**src/hdl/power_monitor_map.vh**
```
// register offsets, fields and constants of the monitor slave port
`ifndef POWER_MONITOR_MAP_VH
`define POWER_MONITOR_MAP_VH
`define SHUNT_LIMIT_OFFSET 8'h06
`define BUS_LIMIT_OFFSET 8'h07
`define WARN_FLAGS_OFFSET 8'h08
`define AUX_CONTROL_OFFSET 8'h09
`define LAST_VALID_OFFSET 8'h09
`define POINTER_RESET 8'h00
`define WARN_BUS_UNDER 0
`define WARN_BUS_OVER 1
`define WARN_SHUNT_UNDER 2
`define WARN_SHUNT_OVER 3
`define AUX_FORCE_ALERT 8
`define AUX_ALERT_ENABLE 7
`define AUX_EXT_TIMEBASE 6
`define AUX_DIV_MSB 5
`define BUS_LIMIT_STEP_MV 256
`define SLAVE_ADDR_TOP 3'h4
`define BROADCAST_ADDR 7'h3f
`define LIMIT_RESET 16'h0000
`define AUX_RESET 9'h000
`define STRAP_GND 2'h0
`define STRAP_VCC 2'h1
`define STRAP_SDA 2'h2
`define STRAP_SCL 2'h3
`endif

```
**src/hdl/power_monitor_port.v**
```verilog
// serial slave port and alarm logic of the power monitor
// Operation
// - bus limit word: upper limit high byte, lower low byte, 256mV steps
// - warning flags stick until written with one
// - flags: bus under D0, bus over D1, shunt under D2, shunt over D3
// - bus reading below bus lower limit sets bus under flag
// - bus reading above bus upper limit sets bus over flag
// - shunt reading below shunt lower limit sets shunt under flag
// - shunt reading above shunt upper limit sets shunt over flag
// - force alert bit D8 drives the alert pin low
// - with alert enable D7, any set flag drives alert pin low
// - external timebase bit D6 makes pin an input, stops oscillator
// - internal clock is pin frequency over (divider+1), bits 5..0
// - device is slave only; master starts transfers and clocks
// - every register transfer is two bytes, high byte first
// - sda changes only with scl low; else start or stop
// - ignore bus until start; ignore start during power-up
// - after power-up sda driver is released
// - stop returns the port to standby
// - address 100 plus four bits decoded from two four-way straps
// - eighth bit of address byte: one read, zero write
// - acknowledge address byte only on a match
// - word pointer resets to 00h
// - each new reading compared with its limits exactly once
// - write: slave, pointer, high, low bytes each acknowledged
// - pointer advances after each read word the master acknowledges; above 09h reads 0000h
// - broadcast address 0111111 accepted for writes
`include "power_monitor_map.vh"
module power_monitor_port (
  // clock and reset
  input wire mclk,
  input wire reset,
  input wire clk_en,
  input wire power_up_busy,
  // serial bus pins
  input wire scl_in,
  input wire sda_in,
  output wire sda_out,
  output wire sda_oe,
  // address straps, each tied to gnd, vcc, sda or scl
  input wire [1:0] address_strap_low,
  input wire [1:0] address_strap_high,
  // alert or timebase pin
  input wire alert_or_timebase_pin_in,
  output wire alert_or_timebase_pin_out,
  output wire alert_or_timebase_pin_oe,
  // converter readings
  input wire reading_valid,
  input wire [7:0] bus_reading,
  input wire signed [7:0] shunt_reading,
  input wire [15:0] shunt_limit_pair,
  // clocking status
  output wire oscillator_enable,
  output wire timebase_tick
);
  localparam ST_IDLE = 3'h0;
  localparam ST_ADDR = 3'h1;
  localparam ST_ACK = 3'h2;
  localparam ST_RECV = 3'h3;
  localparam ST_SEND = 3'h4;
  localparam ST_MACK = 3'h5;
  localparam ST_HOLD = 3'h6;
  reg [1:0] scl_s1_ff, sda_s1_ff, tb_s1_ff;
  reg [1:0] scl_s2_ff, sda_s2_ff, tb_s2_ff;
  reg scl_prev_ff, sda_prev_ff;
  reg [2:0] state_ff, nxt_state;
  reg [2:0] bitcnt_ff;
  reg [7:0] shift_ff;
  reg [1:0] bytecnt_ff;
  reg read_ff, drive_ff, match_ff;
  reg [7:0] pointer_ff;
  reg [15:0] bus_limit_ff;
  reg [3:0] warn_ff;
  reg [8:0] aux_ff;
  reg [7:0] data_hi_ff;
  reg [15:0] tx_ff;
  reg [6:0] own_addr_ff;
  reg tb_level_ff;
  wire scl, sda, scl_rise, scl_fall, start_cond, stop_cond;
  wire [3:0] warn_set;
  wire [15:0] reg_rd;
  wire [15:0] reg_nx;
  // two-stage synchronisers for pins
  genvar g;
  generate
    for (g = 0; g < 2; g = g + 1)
    begin : sync
      always @(posedge mclk)
      begin
        if (reset)
        begin
          scl_s1_ff[g] <= 1'b1;
          sda_s1_ff[g] <= 1'b1;
          tb_s1_ff[g] <= 1'b1;
        end
        else if (clk_en)
        begin
          scl_s1_ff[g] <= (g == 0) ? scl_in : scl_s1_ff[0];
          sda_s1_ff[g] <= (g == 0) ? sda_in : sda_s1_ff[0];
          tb_s1_ff[g] <= (g == 0) ? alert_or_timebase_pin_in : tb_s1_ff[0];
        end
      end
    end
  endgenerate
  always @*
  begin
    scl_s2_ff = scl_s1_ff;
    sda_s2_ff = sda_s1_ff;
    tb_s2_ff = tb_s1_ff;
  end
  assign scl = scl_s2_ff[1];
  assign sda = sda_s2_ff[1];
  assign scl_rise = scl & ~scl_prev_ff;
  assign scl_fall = ~scl & scl_prev_ff;
  // sda edge while scl high is start or stop
  assign start_cond = scl & scl_prev_ff & sda_prev_ff & ~sda;
  assign stop_cond = scl & scl_prev_ff & ~sda_prev_ff & sda;
  // strap decode: gnd 0, vcc 1, sda 2, scl 3
  function [1:0] strap_code;
    input [1:0] s;
    begin
      case (s)
        `STRAP_GND: strap_code = 2'h0;
        `STRAP_VCC: strap_code = 2'h1;
        `STRAP_SDA: strap_code = 2'h2;
        default: strap_code = 2'h3;
      endcase
    end
  endfunction
  // register read mux
  function [15:0] read_word;
    input [7:0] ptr;
    input [15:0] bl;
    input [15:0] sl;
    input [3:0] w;
    input [8:0] a;
    begin
      case (ptr)
        `SHUNT_LIMIT_OFFSET: read_word = sl;
        `BUS_LIMIT_OFFSET: read_word = bl;
        `WARN_FLAGS_OFFSET: read_word = {12'h000, w};
        `AUX_CONTROL_OFFSET: read_word = {7'h00, a};
        default: read_word = 16'h0000;
      endcase
    end
  endfunction
  assign reg_rd = read_word(pointer_ff, bus_limit_ff, shunt_limit_pair,
    warn_ff, aux_ff);
  assign reg_nx = read_word(pointer_ff + 8'h01, bus_limit_ff,
    shunt_limit_pair, warn_ff, aux_ff);
  // limit compares, once per valid reading
  assign warn_set[`WARN_BUS_UNDER] = reading_valid &
    (bus_reading < bus_limit_ff[7:0]);
  assign warn_set[`WARN_BUS_OVER] = reading_valid &
    (bus_reading > bus_limit_ff[15:8]);
  assign warn_set[`WARN_SHUNT_UNDER] = reading_valid &
    (shunt_reading < $signed(shunt_limit_pair[7:0]));
  assign warn_set[`WARN_SHUNT_OVER] = reading_valid &
    (shunt_reading > $signed(shunt_limit_pair[15:8]));
  // byte state machine
  always @*
  begin
    nxt_state = state_ff;
    case (state_ff)
      ST_IDLE: nxt_state = ST_IDLE;
      ST_HOLD: if (scl_fall)
        nxt_state = ST_ADDR;
      ST_ADDR: if (scl_fall && bitcnt_ff == 3'h0)
        nxt_state = match_ff ? ST_ACK : ST_IDLE;
      ST_ACK: if (scl_fall)
        nxt_state = read_ff ? ST_SEND : ST_RECV;
      ST_RECV: if (scl_fall && bitcnt_ff == 3'h0)
        nxt_state = ST_ACK;
      ST_SEND: if (scl_fall && bitcnt_ff == 3'h0)
        nxt_state = ST_MACK;
      ST_MACK: if (scl_fall)
        nxt_state = sda_prev_ff ? ST_IDLE : ST_SEND;
      default: nxt_state = ST_IDLE;
    endcase
    if (stop_cond)
      nxt_state = ST_IDLE;
    if (start_cond && !power_up_busy)
      nxt_state = ST_HOLD;
  end
  always @(posedge mclk)
  begin
    if (reset)
    begin
      scl_prev_ff <= 1'b1;
      sda_prev_ff <= 1'b1;
      state_ff <= ST_IDLE;
      bitcnt_ff <= 3'h7;
      shift_ff <= 8'h00;
      bytecnt_ff <= 2'h0;
      read_ff <= 1'b0;
      match_ff <= 1'b0;
      drive_ff <= 1'b0;
      pointer_ff <= `POINTER_RESET;
      bus_limit_ff <= `LIMIT_RESET;
      warn_ff <= 4'h0;
      aux_ff <= `AUX_RESET;
      data_hi_ff <= 8'h00;
      tx_ff <= 16'h0000;
      own_addr_ff <= 7'h00;
      tb_level_ff <= 1'b1;
    end
    else if (clk_en)
    begin
      scl_prev_ff <= scl;
      sda_prev_ff <= sda;
      tb_level_ff <= tb_s2_ff[1];
      state_ff <= nxt_state;
      own_addr_ff <= {`SLAVE_ADDR_TOP, strap_code(address_strap_high),
        strap_code(address_strap_low)};
      // set wins over a simultaneous write-one clear
      warn_ff <= warn_set | (warn_ff & ~((state_ff == ST_RECV && scl_fall &&
        bitcnt_ff == 3'h0 && bytecnt_ff == 2'h2 &&
        pointer_ff == `WARN_FLAGS_OFFSET) ? shift_ff[3:0] : 4'h0));
      if (start_cond)
      begin
        bitcnt_ff <= 3'h7;
        bytecnt_ff <= 2'h0;
        drive_ff <= 1'b0;
      end
      // sample on rising scl, msb first
      if (scl_rise && (state_ff == ST_ADDR || state_ff == ST_RECV))
      begin
        shift_ff <= {shift_ff[6:0], sda};
        if (state_ff == ST_ADDR && bitcnt_ff == 3'h0)
        begin
          read_ff <= sda;
          match_ff <= (shift_ff[6:0] == own_addr_ff) ||
            (shift_ff[6:0] == `BROADCAST_ADDR && !sda);
        end
      end
      if (scl_fall)
      begin
        case (state_ff)
          ST_ADDR, ST_RECV:
          begin
            bitcnt_ff <= bitcnt_ff - 3'h1;
            if (bitcnt_ff == 3'h0)
            begin
              drive_ff <= state_ff == ST_RECV || match_ff;
              if (state_ff == ST_RECV)
              begin
                bytecnt_ff <= bytecnt_ff == 2'h2 ? 2'h1 : bytecnt_ff + 2'h1;
                if (bytecnt_ff == 2'h0)
                  pointer_ff <= shift_ff;
                else if (bytecnt_ff == 2'h1)
                  data_hi_ff <= shift_ff;
                else
                begin
                  if (pointer_ff == `BUS_LIMIT_OFFSET)
                    bus_limit_ff <= {data_hi_ff, shift_ff};
                  if (pointer_ff == `AUX_CONTROL_OFFSET)
                    aux_ff <= {data_hi_ff[0], shift_ff};
                end
              end
            end
          end
          ST_ACK:
          begin
            bitcnt_ff <= 3'h7;
            drive_ff <= read_ff && !reg_rd[15];
            tx_ff <= {reg_rd[14:0], 1'b0};
            if (read_ff)
              bytecnt_ff <= 2'h0;
          end
          ST_SEND:
          begin
            bitcnt_ff <= bitcnt_ff - 3'h1;
            drive_ff <= bitcnt_ff != 3'h0 && !tx_ff[15];
            if (bitcnt_ff != 3'h0)
              tx_ff <= {tx_ff[14:0], 1'b0};
          end
          ST_MACK:
          begin
            bitcnt_ff <= 3'h7;
            if (!sda_prev_ff)
            begin
              if (bytecnt_ff == 2'h0)
              begin
                bytecnt_ff <= 2'h1;
                drive_ff <= !tx_ff[15];
                tx_ff <= {tx_ff[14:0], 1'b0};
              end
              else
              begin
                bytecnt_ff <= 2'h0;
                pointer_ff <= pointer_ff + 8'h01;
                drive_ff <= read_ff && !reg_nx[15];
                tx_ff <= {reg_nx[14:0], 1'b0};
              end
            end
          end
          default: drive_ff <= 1'b0;
        endcase
      end
      if (stop_cond)
        drive_ff <= 1'b0;
    end
  end
  // open-drain sda, driven low only; master owns scl
  assign sda_out = 1'b0;
  assign sda_oe = drive_ff;
  // alert pin low on force or enabled warning, input in timebase mode
  assign alert_or_timebase_pin_out = 1'b0;
  assign alert_or_timebase_pin_oe = !aux_ff[`AUX_EXT_TIMEBASE] &&
    (aux_ff[`AUX_FORCE_ALERT] ||
    (aux_ff[`AUX_ALERT_ENABLE] && |warn_ff));
  assign oscillator_enable = !aux_ff[`AUX_EXT_TIMEBASE];
  timebase_divider u_div (
    .mclk(mclk),
    .reset(reset),
    .clk_en(clk_en),
    .enable(aux_ff[`AUX_EXT_TIMEBASE]),
    .div(aux_ff[`AUX_DIV_MSB:0]),
    .tb_level(tb_level_ff),
    .tick_ff(timebase_tick)
  );
endmodule // power_monitor_port

```
**src/hdl/timebase_divider.v**
```verilog
// divides the external timebase by (div+1) into a tick
module timebase_divider (
  // clock and control
  input wire mclk,
  input wire reset,
  input wire clk_en,
  input wire enable,
  input wire [5:0] div,
  // synchronised timebase input and tick output
  input wire tb_level,
  output reg tick_ff
);
  reg tb_prev_ff;
  reg [6:0] count_ff;
  wire tb_rise;
  assign tb_rise = tb_level & ~tb_prev_ff;
  always @(posedge mclk)
  begin
    if (reset)
    begin
      tb_prev_ff <= 1'b1;
      count_ff <= 7'h00;
      tick_ff <= 1'b0;
    end
    else if (clk_en)
    begin
      tb_prev_ff <= tb_level;
      tick_ff <= 1'b0;
      if (!enable)
        count_ff <= 7'h00;
      else if (tb_rise)
      begin
        // one internal period per div+1 input periods, counted on rising edges
        if (count_ff >= {1'b0, div})
        begin
          count_ff <= 7'h00;
          tick_ff <= 1'b1;
        end
        else
          count_ff <= count_ff + 7'h01;
      end
    end
  end
endmodule // timebase_divider

```
**config.mk**
```make
export PLATFORM = sky130hd
export DESIGN_NAME = power_monitor_port
export DESIGN_NICKNAME = d
export VERILOG_FILES = /design/src/hdl/power_monitor_port.v /design/src/hdl/timebase_divider.v
export VERILOG_INCLUDE_DIRS = /design/src /design/src/hdl
export SDC_FILE = /design/constraint.sdc
export NUM_CORES = 1
export LEC_CHECK = 0
export BUFFER_PORTS_ARGS = -buffer_cell sky130_fd_sc_hd__buf_2
export CAP_MARGIN = 20
export CORE_ASPECT_RATIO = 1.25
export CORE_MARGIN = 5
export CORE_UTILIZATION = 30
export CTS_CLUSTER_DIAMETER = 200
export DETAILED_ROUTE_END_ITERATION = 10
export PLACE_DENSITY = 0.55
export SLEW_MARGIN = 10
export SYNTH_ARGS = -nofsm -noshare
export SYNTH_HDL_FRONTEND = slang
export SYNTH_SLANG_ARGS = --single-unit
```
**constraint.sdc**
```tcl
create_clock -name mclk -period 2.6 [get_ports mclk]
set_clock_uncertainty 0.1 [all_clocks]
set_input_delay 0.26 -clock mclk [delete_from_list [all_inputs] [get_ports mclk]]
set_output_delay 0.26 -clock mclk [all_outputs]
set_load 0.03 [all_outputs]
```
* Yosys cells after proc, flatten, opt, wreduce, memory -nomap -nowiden
Cells that the tools add are included.
Word-level totals: flip-flop bits (word level) 103, latch bits 0, RAM bits 0, bits in read-only memories 0, input port bits 44, output and inout bits 6, word-level logic and storage cells 188, memories 0
Cells by class: add/subtract/negate cells 4, $mul 0, divide/modulo/power cells 0, magnitude comparators 5, equal/unequal tests 35, shift operators 0, mux-type cells 52, bitwise gates (word level) 22, reductions and logical operators 44
Operators with widths (count):
- one-hot mux 16 bit (4 select lines) | 2
- 2-to-1 mux 16 bit | 3
- one-hot mux 16 bit (3 select lines) | 1
- 2-to-1 mux 8 bit | 5
- 2-to-1 mux 3 bit | 12
- equality test 8 x 3 -> 1 bit, second input constant | 4
- equality test 8 x 4 -> 1 bit, second input constant | 4
- inequality test 4 bit, second input constant | 6
- AND reduction 8 bit | 3
- 2-to-1 mux 7 bit | 3
- one-hot mux 2 bit (3 select lines) | 3
- one-hot mux 3 bit (6 select lines) | 1
- > comparator 8 bit | 2
- less-than comparator 8 bit | 2
- 2-to-1 mux 2 bit | 8
- one-hot mux 8 bit (2 select lines) | 1
- logical AND 1 bit | 14
- AND reduction 7 bit | 2
- bitwise AND 1 bit | 12
- inequality test 2 bit, second input constant | 6
- 2-to-1 mux 1 bit | 10
- equality test 3 bit, second input constant | 3
- adder 8 x 1 -> 8 bit, second input constant | 1
- adder 7 x 1 -> 7 bit, second input constant | 1
- other kinds (29) | 53

* Logic depth before layout (Yosys ltp)
Gate-level depths: netlist of the first run.
word-level depth 10, mapped depth 11, mapped depth without buffers 8

* Hierarchy
Synthesis of the first run repeated with hierarchy kept, for this count alone.
Second synthesis, totals: cell total of the unflattened synthesis 809, area total of the unflattened synthesis 6580.1 µm²
By module, submodules not included:
- power_monitor_port | times used 1, cells each 737, area each 5910.7 µm², seq. area each 1861.8 µm²
- timebase_divider | times used 1, cells each 72, area each 669.4 µm², seq. area each 180.2 µm²

* Worst setup path after synthesis of the first run
Ideal clock, no wire load.
path kind flip-flop to flip-flop, start point reg state_ff[1], end point reg tx_ff[9], library setup time 0.132 ns, arrival 2.225 ns, required time 2.368 ns, slack 0.143 ns, cell stages (with the launch flop) 12, buffers on the path 3, period minus slack after synthesis 2.457 ns, cell sequence dfxtp_1 clkbuf_1 inv_1 ha_1 clkbuf_1 inv_1 a21o_1 a221o_1 clkbuf_1 a221o_1 a221oi_1 nor3_1
Between the ends: word-level cells in the longest chain between the ends 3, elaborated cells between the ends (all ways) 8, those cells by class eq/ne: 5; mux: 1; reduce/logical: 2
Ends and longest elaborated chain:
- start: declaration | line power_monitor_port.v:66 | reg [2:0] state_ff, nxt_state;
- start signal: assignment | line power_monitor_port.v:212 | state_ff <= nxt_state;
- equality test 3 bit / equality test 3 x 2 -> 1 bit (equally long branches) | line power_monitor_port.v:238 | case (state_ff)
- inequality test 2 bit (no line) / nonzero test 3 bit (equally long branches)
- AND reduction 5 bit (no line)
- end signal: assignment | line power_monitor_port.v:266 | tx_ff <= {reg_rd[14:0], 1'b0};
- end signal: assignment | line power_monitor_port.v:275 | tx_ff <= {tx_ff[14:0], 1'b0};
- end signal: assignment | line power_monitor_port.v:286 | tx_ff <= {tx_ff[14:0], 1'b0};
- end: declaration | line power_monitor_port.v:76 | reg [15:0] tx_ff;
Several ways; a longest one is shown, not always the timed one. A chain may end at the register's enable or synchronous reset.

* Final worst setup path of the first run
start point reg pointer_ff[1], end point reg tx_ff[5]
Between the ends: word-level cells in the longest chain between the ends 6, elaborated cells between the ends (all ways) 14, those cells by class add/sub: 1; eq/ne: 8; mux: 5
Ends and longest elaborated chain:
- start: declaration | line power_monitor_port.v:71 | reg [7:0] pointer_ff;
- start signal: assignment | line power_monitor_port.v:198 | pointer_ff <= `POINTER_RESET;
- start signal: assignment | line power_monitor_port.v:249 | pointer_ff <= shift_ff;
- start signal: assignment | line power_monitor_port.v:291 | pointer_ff <= pointer_ff + 8'h01;
- adder 8 x 1 -> 8 bit | line power_monitor_port.v:149 | assign reg_nx = read_word(pointer_ff + 8'h01, bus_limit_ff,
- equality test 8 x 4 -> 1 bit / equality test 8 x 3 -> 1 bit (equally long branches) | line power_monitor_port.v:138 | case (ptr)
- one-hot mux 16 bit (4 select lines) | line power_monitor_port.v:138
- 2-to-1 mux 16 bit | line power_monitor_port.v:282 | if (bytecnt_ff == 2'h0)
- 2-to-1 mux 16 bit | line power_monitor_port.v:280 | if (!sda_prev_ff)
- one-hot mux 16 bit (3 select lines) * | line power_monitor_port.v:238
- end signal: assignment | line power_monitor_port.v:275
- end signal: assignment | line power_monitor_port.v:286
- end signal: assignment | line power_monitor_port.v:293 | tx_ff <= {reg_nx[14:0], 1'b0};
Every way passes the cells marked *; elsewhere a longest branch is shown, timed or not. The select of a mux whose other input is x is not followed.

==> impl_metrics.ini, run 1 <==
[run_status]
status = finished, final reports clean

[routing]
ant_nets = 0
wl_per_cell_um = 17.5
vias_per_cell = 5.30
wl_mm = 19.8
dr.first_iter.drc_count = 499
drt_pass1_iterations = 4
num_vias = 6008
drc = 0

[sta]
fin_ws_ns = 0.248
drv_slew = 0
tns_ns = 0
finalHoldViolCount = 0
worst_slew_pin_slew_ns = 0.815
rsz0062_at_grt = false
max_slew_margin_pct = 45.6
setup_viol = 0
fmax_mhz = 425
min_period_ns = 2.35
period_share_pct = 90.4

[worst_setup_path]
rrSetupSlack_ns = 0.25
cp.arrival_ns = 2.49
critPathKind = reg2reg
crit_required_ns = 2.74
r2r_start = pointer_ff[1]
path_max_fanout = 21
start_kind = register
end_kind = register
r2r-end = tx_ff[5]
worstRegToRegCells = 8

[die]
ios = 50
die-area_um2 = 25000
num_rows = 60
die_h_um = 175
die_x_um = 142
start_util_pct = 30.5
coreArea_um2 = 21500

[synthesis]
synth_area_per_cell_um2 = 8.12
synth-edff-count = 0
synth-async-reset-ratio_pct = 0
ys_ff_latch = 102
ys_types = 72
yosysSeqAreaShare_pct = 31.1
syn_inst = 809
ys_warn_count = 0
synth_ff_type = dfxtp_1
netlist_area_um2 = 6570

[placed_design]
portBuffers = 47
hpwlAfterDp_mm = 14.9
pre_cts_ws_ns = 0.146
gp_congestion = 0.862

[global_route]
grt_overflow = 0
grt_use_met3_pct = 2.72
grt_usage_pct = 15.8
grt_pass1_wl_mm = 31.0
grt_pass1_vias = 5607
antenna_found_initial = 0
grt_max_degree = 51
met2_usage_pct = 26.5
top_usage_layer = met2
met1_usage_pct = 20.4

[cells_and_area]
layout-drive-gt1-share_pct = 13.9
syn2layout_area_growth_pct = 15.3
final_common_cell = dfxtp_1
layout_common_cells = dfxtp_1, nor2_1, mux2i_1
antenna_cells = 0
nNetsFinal = 939

[clock_tree]
clockBufferDepth = 2
cts-root-buf = clkbuf_16
cts_tree = built
cts.clk_slew.worst_paths_ns = 0.08
h-tree-depth = 3
numCtsBuffers = 9
cts.sinks = 102
clock_latency_ns = 0.36

[min_path]
min_from = sda_in
hold_path.class = in2reg
holdPathEnd = sda_s1_ff[0]
hold_depth = 3

[flow_run]
cap_violations = 0

[power_and_ir_drop]
leakage_nw = 2.86
cellPowerDensity_nw_per_um2 = 454
peakVddDrop_uv = 326
-- metal layers --
metal  wire (um)  share of wire [%]
met1        8890                 45
met4         486                2.4
met2        9470                 48
met5           0                  0
met3         993                5.0
-- state kept, by name, summed over array words and instances, names as in the netlist, 3 cells and up --
register        cells
u_div.count_ff      7
bus_limit_ff       16
data_hi_ff          8
warn_ff             4
pointer_ff          8
state_ff            3
bitcnt_ff           3
shift_ff            8
own_addr_ff         5
aux_ff              9
tx_ff              15
-- stage by stage --
| step | util, % | total power [W] | std cells | hold WS [ns] | cell area (um^2) |
|---|---|---|---|---|---|
| finish | 35.2 | 0.00344 | 1134 | 0.00969 | 7580 |
| global route | 35.2 | 0.00359 | 1134 | 0.0210 | 7580 |
| CTS | 35.0 | 0.00348 | 1132 | 0.0000257 | 7540 |
| detailed placement | 33.5 | 0.00201 | 1115 | 0.358 | 7210 |
| global placement | 33.5 | 0.00201 | 1115 | 0.350 | 7210 |
| floorplan | - | 0.00188 | 810 | 0.288 | 6570 |
-- cell families after synthesis --
kind of cell | Yosys count | synth area share, %
other | 1 | 0.0571
adders and majority gates | 46 | 8.72
buffers and inverters | 114 | 7.03
muxes | 58 | 8.84
xor gates and xnor gates | 8 | 1.07
DFF | 102 | 31.1
and+or+nand+nor | 270 | 20.1
AOI/OAI and AO/OA | 210 | 23.1
-- repair_timing --
item                       in CTS  in global routing
setup buffers                   0                  1
gates resized for setup         0                  4
hold buffers                    1                  0
hold endpoints to repair        1                  0
setup endpoints to repair       0                  7
-- Yosys cell counts, types with 3 or more instances --
| library cell | instances | area, um^2 |
|---|---|---|
| a211oi_1 | 14 | 105 |
| a21boi_0 | 4 | 30.0 |
| a21o_1 | 10 | 75.1 |
| a21oi_1 | 35 | 175 |
| a221o_1 | 7 | 70.1 |
| a221oi_1 | 11 | 96.3 |
| a22o_1 | 14 | 123 |
| a22oi_1 | 23 | 173 |
| a31oi_1 | 6 | 37.5 |
| a32oi_1 | 6 | 52.6 |
| and2_1 | 4 | 25.0 |
| and3_1 | 7 | 43.8 |
| buf_1 | 4 | 15.0 |
| buf_2 | 9 | 45.0 |
| clkbuf_1 | 41 | 154 |
| dfxtp_1 | 102 | 2040 |
| ha_1 | 45 | 563 |
| inv_1 | 56 | 210 |
| mux2i_1 | 58 | 581 |
| nand2_1 | 52 | 195 |
| nand2b_1 | 10 | 62.6 |
| nand3_1 | 21 | 105 |
| nand3b_1 | 3 | 22.5 |
| nand4_1 | 7 | 43.8 |
| nor2_1 | 97 | 364 |
| nor2b_1 | 14 | 87.6 |
| nor3_1 | 28 | 140 |
| nor4_1 | 9 | 56.3 |
| o211ai_1 | 6 | 45.0 |
| o21a_1 | 8 | 60.1 |
| o21ai_0 | 31 | 155 |
| o2bb2ai_1 | 7 | 61.3 |
| xor2_1 | 8 | 70.1 |
-- layout make-up --
class                           count  area [um^2]
Timing Repair Buffer               86          543
Sequential cell                   102         2040
Clock buffer                       10          239
Inverter                           56          210
Multi-Input combinational cell    595         4110
Clock inverter                      6         81.3
Tap cell                          279          349
Fill cell                        2272        14000
-- critical path, stage by stage, from the launching register on --
cell	delay, ns
dfxtp_1	0.47
ha_2	0.31
buf_4	0.28
nor2_1	0.06
a21o_1	0.16
a21oi_1	0.37
nor3_4	0.10
a211oi_1	0.28
nor3_1	0.08
-- worst max-delay path by stage --
stage             startpoint  endpoint  slack [ns]  cells after the start
4_1_cts        pointer_ff[1]  tx_ff[5]        0.12                      7
6_report       pointer_ff[1]  tx_ff[5]        0.25                      8
3_5_place_dp   pointer_ff[1]  tx_ff[5]        0.15                      7
3_3_place_gp   pointer_ff[1]  tx_ff[8]        0.21                      7
2_1_floorplan    state_ff[1]  tx_ff[9]        0.14                     11
5_1_grt        pointer_ff[1]  tx_ff[5]        0.06                      7
-- power breakdown --
group | internal (W) | switching (W) | leakage [nW]
Clock | 0.000790 | 0.000675 | 0.150
Sequential | 0.00158 | 0.0000279 | 0.825
Combinational | 0.000148 | 0.000215 | 1.88
Total | 0.00252 | 0.000918 | 2.86
(Power assumes the default switching activity.)
==> inputs of run 2 (changes only) <==
--- a/config.mk
+++ b/config.mk
@@ -11,9 +11,10 @@
 export CORE_ASPECT_RATIO = 1.25
 export CORE_MARGIN = 5
 export CORE_UTILIZATION = 30
+export CTS_BUF_LIST = sky130_fd_sc_hd__clkbuf_16
 export CTS_CLUSTER_DIAMETER = 200
 export DETAILED_ROUTE_END_ITERATION = 10
-export PLACE_DENSITY = 0.55
+export PLACE_DENSITY_LB_ADDON = 0.08
 export SLEW_MARGIN = 10
 export SYNTH_ARGS = -nofsm -noshare
 export SYNTH_HDL_FRONTEND = slang
==> run 2 against run 1 <==
Effect of this change:
- non-clock buffer count fell by 5
- flip-flop and latch count did not move
- via count rose by 2.2%
- sequential share of layout area rose by 0.25 points
- hold slack improved by 0.0042 ns
- first-iteration DRC count fell by 27%
- cell area fell by 0.92%
- clock power barely moved
- sequential power barely moved
==> impl_metrics.ini, run 2 (synthesized netlist as in run 1, its figures left out) <==
[power_and_ir_drop]
swShare_pct = 26.9
p_seq_share_pct = 47.1
p_clk_share_pct = 42.0
power_frac_comb_pct = 10.8
peakVddDrop_uv = 349
p_switching_w = 0.000922
cellPowerDensity_nw_per_um2 = 456
leakage_nw = 2.84
internal_power_w = 0.00250

[cells_and_area]
layout-drive-gt1-share_pct = 13.3
multiInputGateArea_um2 = 4090
syn2layout_area_growth_pct = 14.3
filler_cell_count = 2238
largest_register_ffs = 16
final_common_cell = dfxtp_1
layout_common_cells = dfxtp_1, nor2_1, mux2i_1
reg.largest.list = bus_limit_ff (16), tx_ff (15), aux_ff (9)
nNetsFinal = 933
instances_no_fill = 1128
regMostFlops = bus_limit_ff
seqCellArea_um2 = 2040
antenna_cells = 0

[worst_setup_path]
critPathKind = reg2reg
crit_chain = and3_1 -> a311oi_1 -> o2111ai_2 -> nor3_2 -> a21oi_1 -> a211oi_1
critPathMaxStageDelay_ns = 0.45
path_depth = 6
critPathTopFamily = compound AO/OA/AOI/OAI gates
path_max_fanout = 14
worstRegToRegCells = 6
r2r-end = tx_ff[8]
end_kind = register
cp.arrival_ns = 2.63
crit_slowest_cell = dfxtp_1
start_kind = register
rrSetupSlack_ns = 0.14
path_buf_inv = 0
r2r_start = pointer_ff[2]
crit_required_ns = 2.77

[routing]
wl_mm = 21.7
vias_per_cell = 5.45
ant_nets = 0
drt_pass1_iterations = 5
wl_per_cell_um = 19.2
num_vias = 6143
drc = 0
dr.first_iter.drc_count = 366

[global_route]
antenna_found_initial = 0
grt_overflow = 0
grt_max_degree = 74
grt_usage_pct = 17.4
grt_pass1_wl_mm = 34.3
grt_pass1_vias = 6149

[die]
start_util_pct = 30.5
coreArea_um2 = 21500
ios = 50
die_h_um = 175
die_x_um = 142
die-area_um2 = 25000
num_rows = 60

[sta]
period_share_pct = 94.5
drv_slew = 0
setup_viol = 0
whs_ns = 0.0139
min_period_ns = 2.46
max_slew_margin_pct = 43.8
worst_slew_pin_slew_ns = 0.844
rsz0062_at_grt = true
fmax_mhz = 407
finalHoldViolCount = 0

[placed_design]
hpwlAfterDp_mm = 16.7
portBuffers = 47
dp_cells = 1112
gp_congestion = 0.907

[clock_tree]
h-tree-depth = 3
cts.sinks = 102
numCtsBuffers = 9
cts.clk_slew.worst_paths_ns = 0.08
cts-root-buf = clkbuf_16
clock_latency_ns = 0.36
postCtsHoldBufs = 0
clockBufferDepth = 2
cts_tree = built

[min_path]
hold_path.class = in2reg
hold_depth = 3
holdPathEnd = scl_s1_ff[0]
min_from = scl_in

[run_status]
status = finished, final reports clean

[flow_run]
cap_violations = 0
## run 2: cell types whose count changed in the layout (fill, tap and decap cells not counted), sizes merged
cell	previous run	this run
inv	57	58
nor2	100	99
dlygate4sd3	1	0
buf	85	81
clkbuf	10	9
## run 2: worst max-delay path by stage
stage                        startpoint   endpoint  slack [ns]
final                     pointer_ff[2]   tx_ff[8]        0.14
after global routing      pointer_ff[2]   tx_ff[7]       -0.05
after detailed placement  pointer_ff[1]  tx_ff[15]        0.14
after CTS                 pointer_ff[1]  tx_ff[15]        0.12
after global placement    pointer_ff[1]   tx_ff[9]        0.19
after floorplan             state_ff[1]   tx_ff[9]        0.14
## run 2: final cells by class
cell class | instances | share of cell area [%]
Multi-Input combinational cell | 594 | 54.5
Sequential cell | 102 | 27.2
Timing Repair Buffer | 81 | 6.70
Tap cell | 279 | 4.65
Clock buffer | 9 | 3.00
Inverter | 56 | 2.80
Clock inverter | 7 | 1.20
## run 2: power by group through the flow
stage / registers [W] / clock network, W / logic, W
after floorplan: 0.00164 / 0 / 0.000240
after global placement: 0.00165 / 0 / 0.000364
after detailed placement: 0.00165 / 0 / 0.000370
after CTS: 0.00161 / 0.00148 / 0.000372
after global routing: 0.00162 / 0.00154 / 0.000417
final: 0.00161 / 0.00144 / 0.000371
## run 2: what timing repair did
action / CTS / global route
endpoints found under the setup margin: 0 / 9
buffers inserted: 0 / 0
endpoints found under the hold margin: 0 / 0
resized for setup: 0 / 1
## run 2: metal layers
metal / vias up / share of wire [%] / global-route usage, %
li1: 2999 / - / -
met1: 2915 / 42 / 21.0
met2: 187 / 50 / 30.8
met3: 42 / 4.1 / 2.75
met4: 0 / 3.9 / 7.01
met5: - / 0 / 0
## run 2: worst reg2reg max path, stage by stage, from the launching register on
cell and delay [ns]:
dfxtp_1 0.45, and3_1 0.31, a311oi_1 0.44, o2111ai_2 0.34
nor3_2 0.41, a21oi_1 0.13, a211oi_1 0.19
## run 2: metrics by stage
stage                     TNS [ns]  cell area (um^2)  utilization [%]  power, W  setup WS (ns)
after global placement           0              7190             33.4   0.00201          0.185
after detailed placement         0              7190             33.4   0.00202          0.139
after CTS                        0              7500             34.8   0.00346          0.120
final                            0              7510             34.8   0.00342          0.143
after floorplan                  0              6570                -   0.00188          0.143
after global routing        -0.229              7510             34.8   0.00358        -0.0523
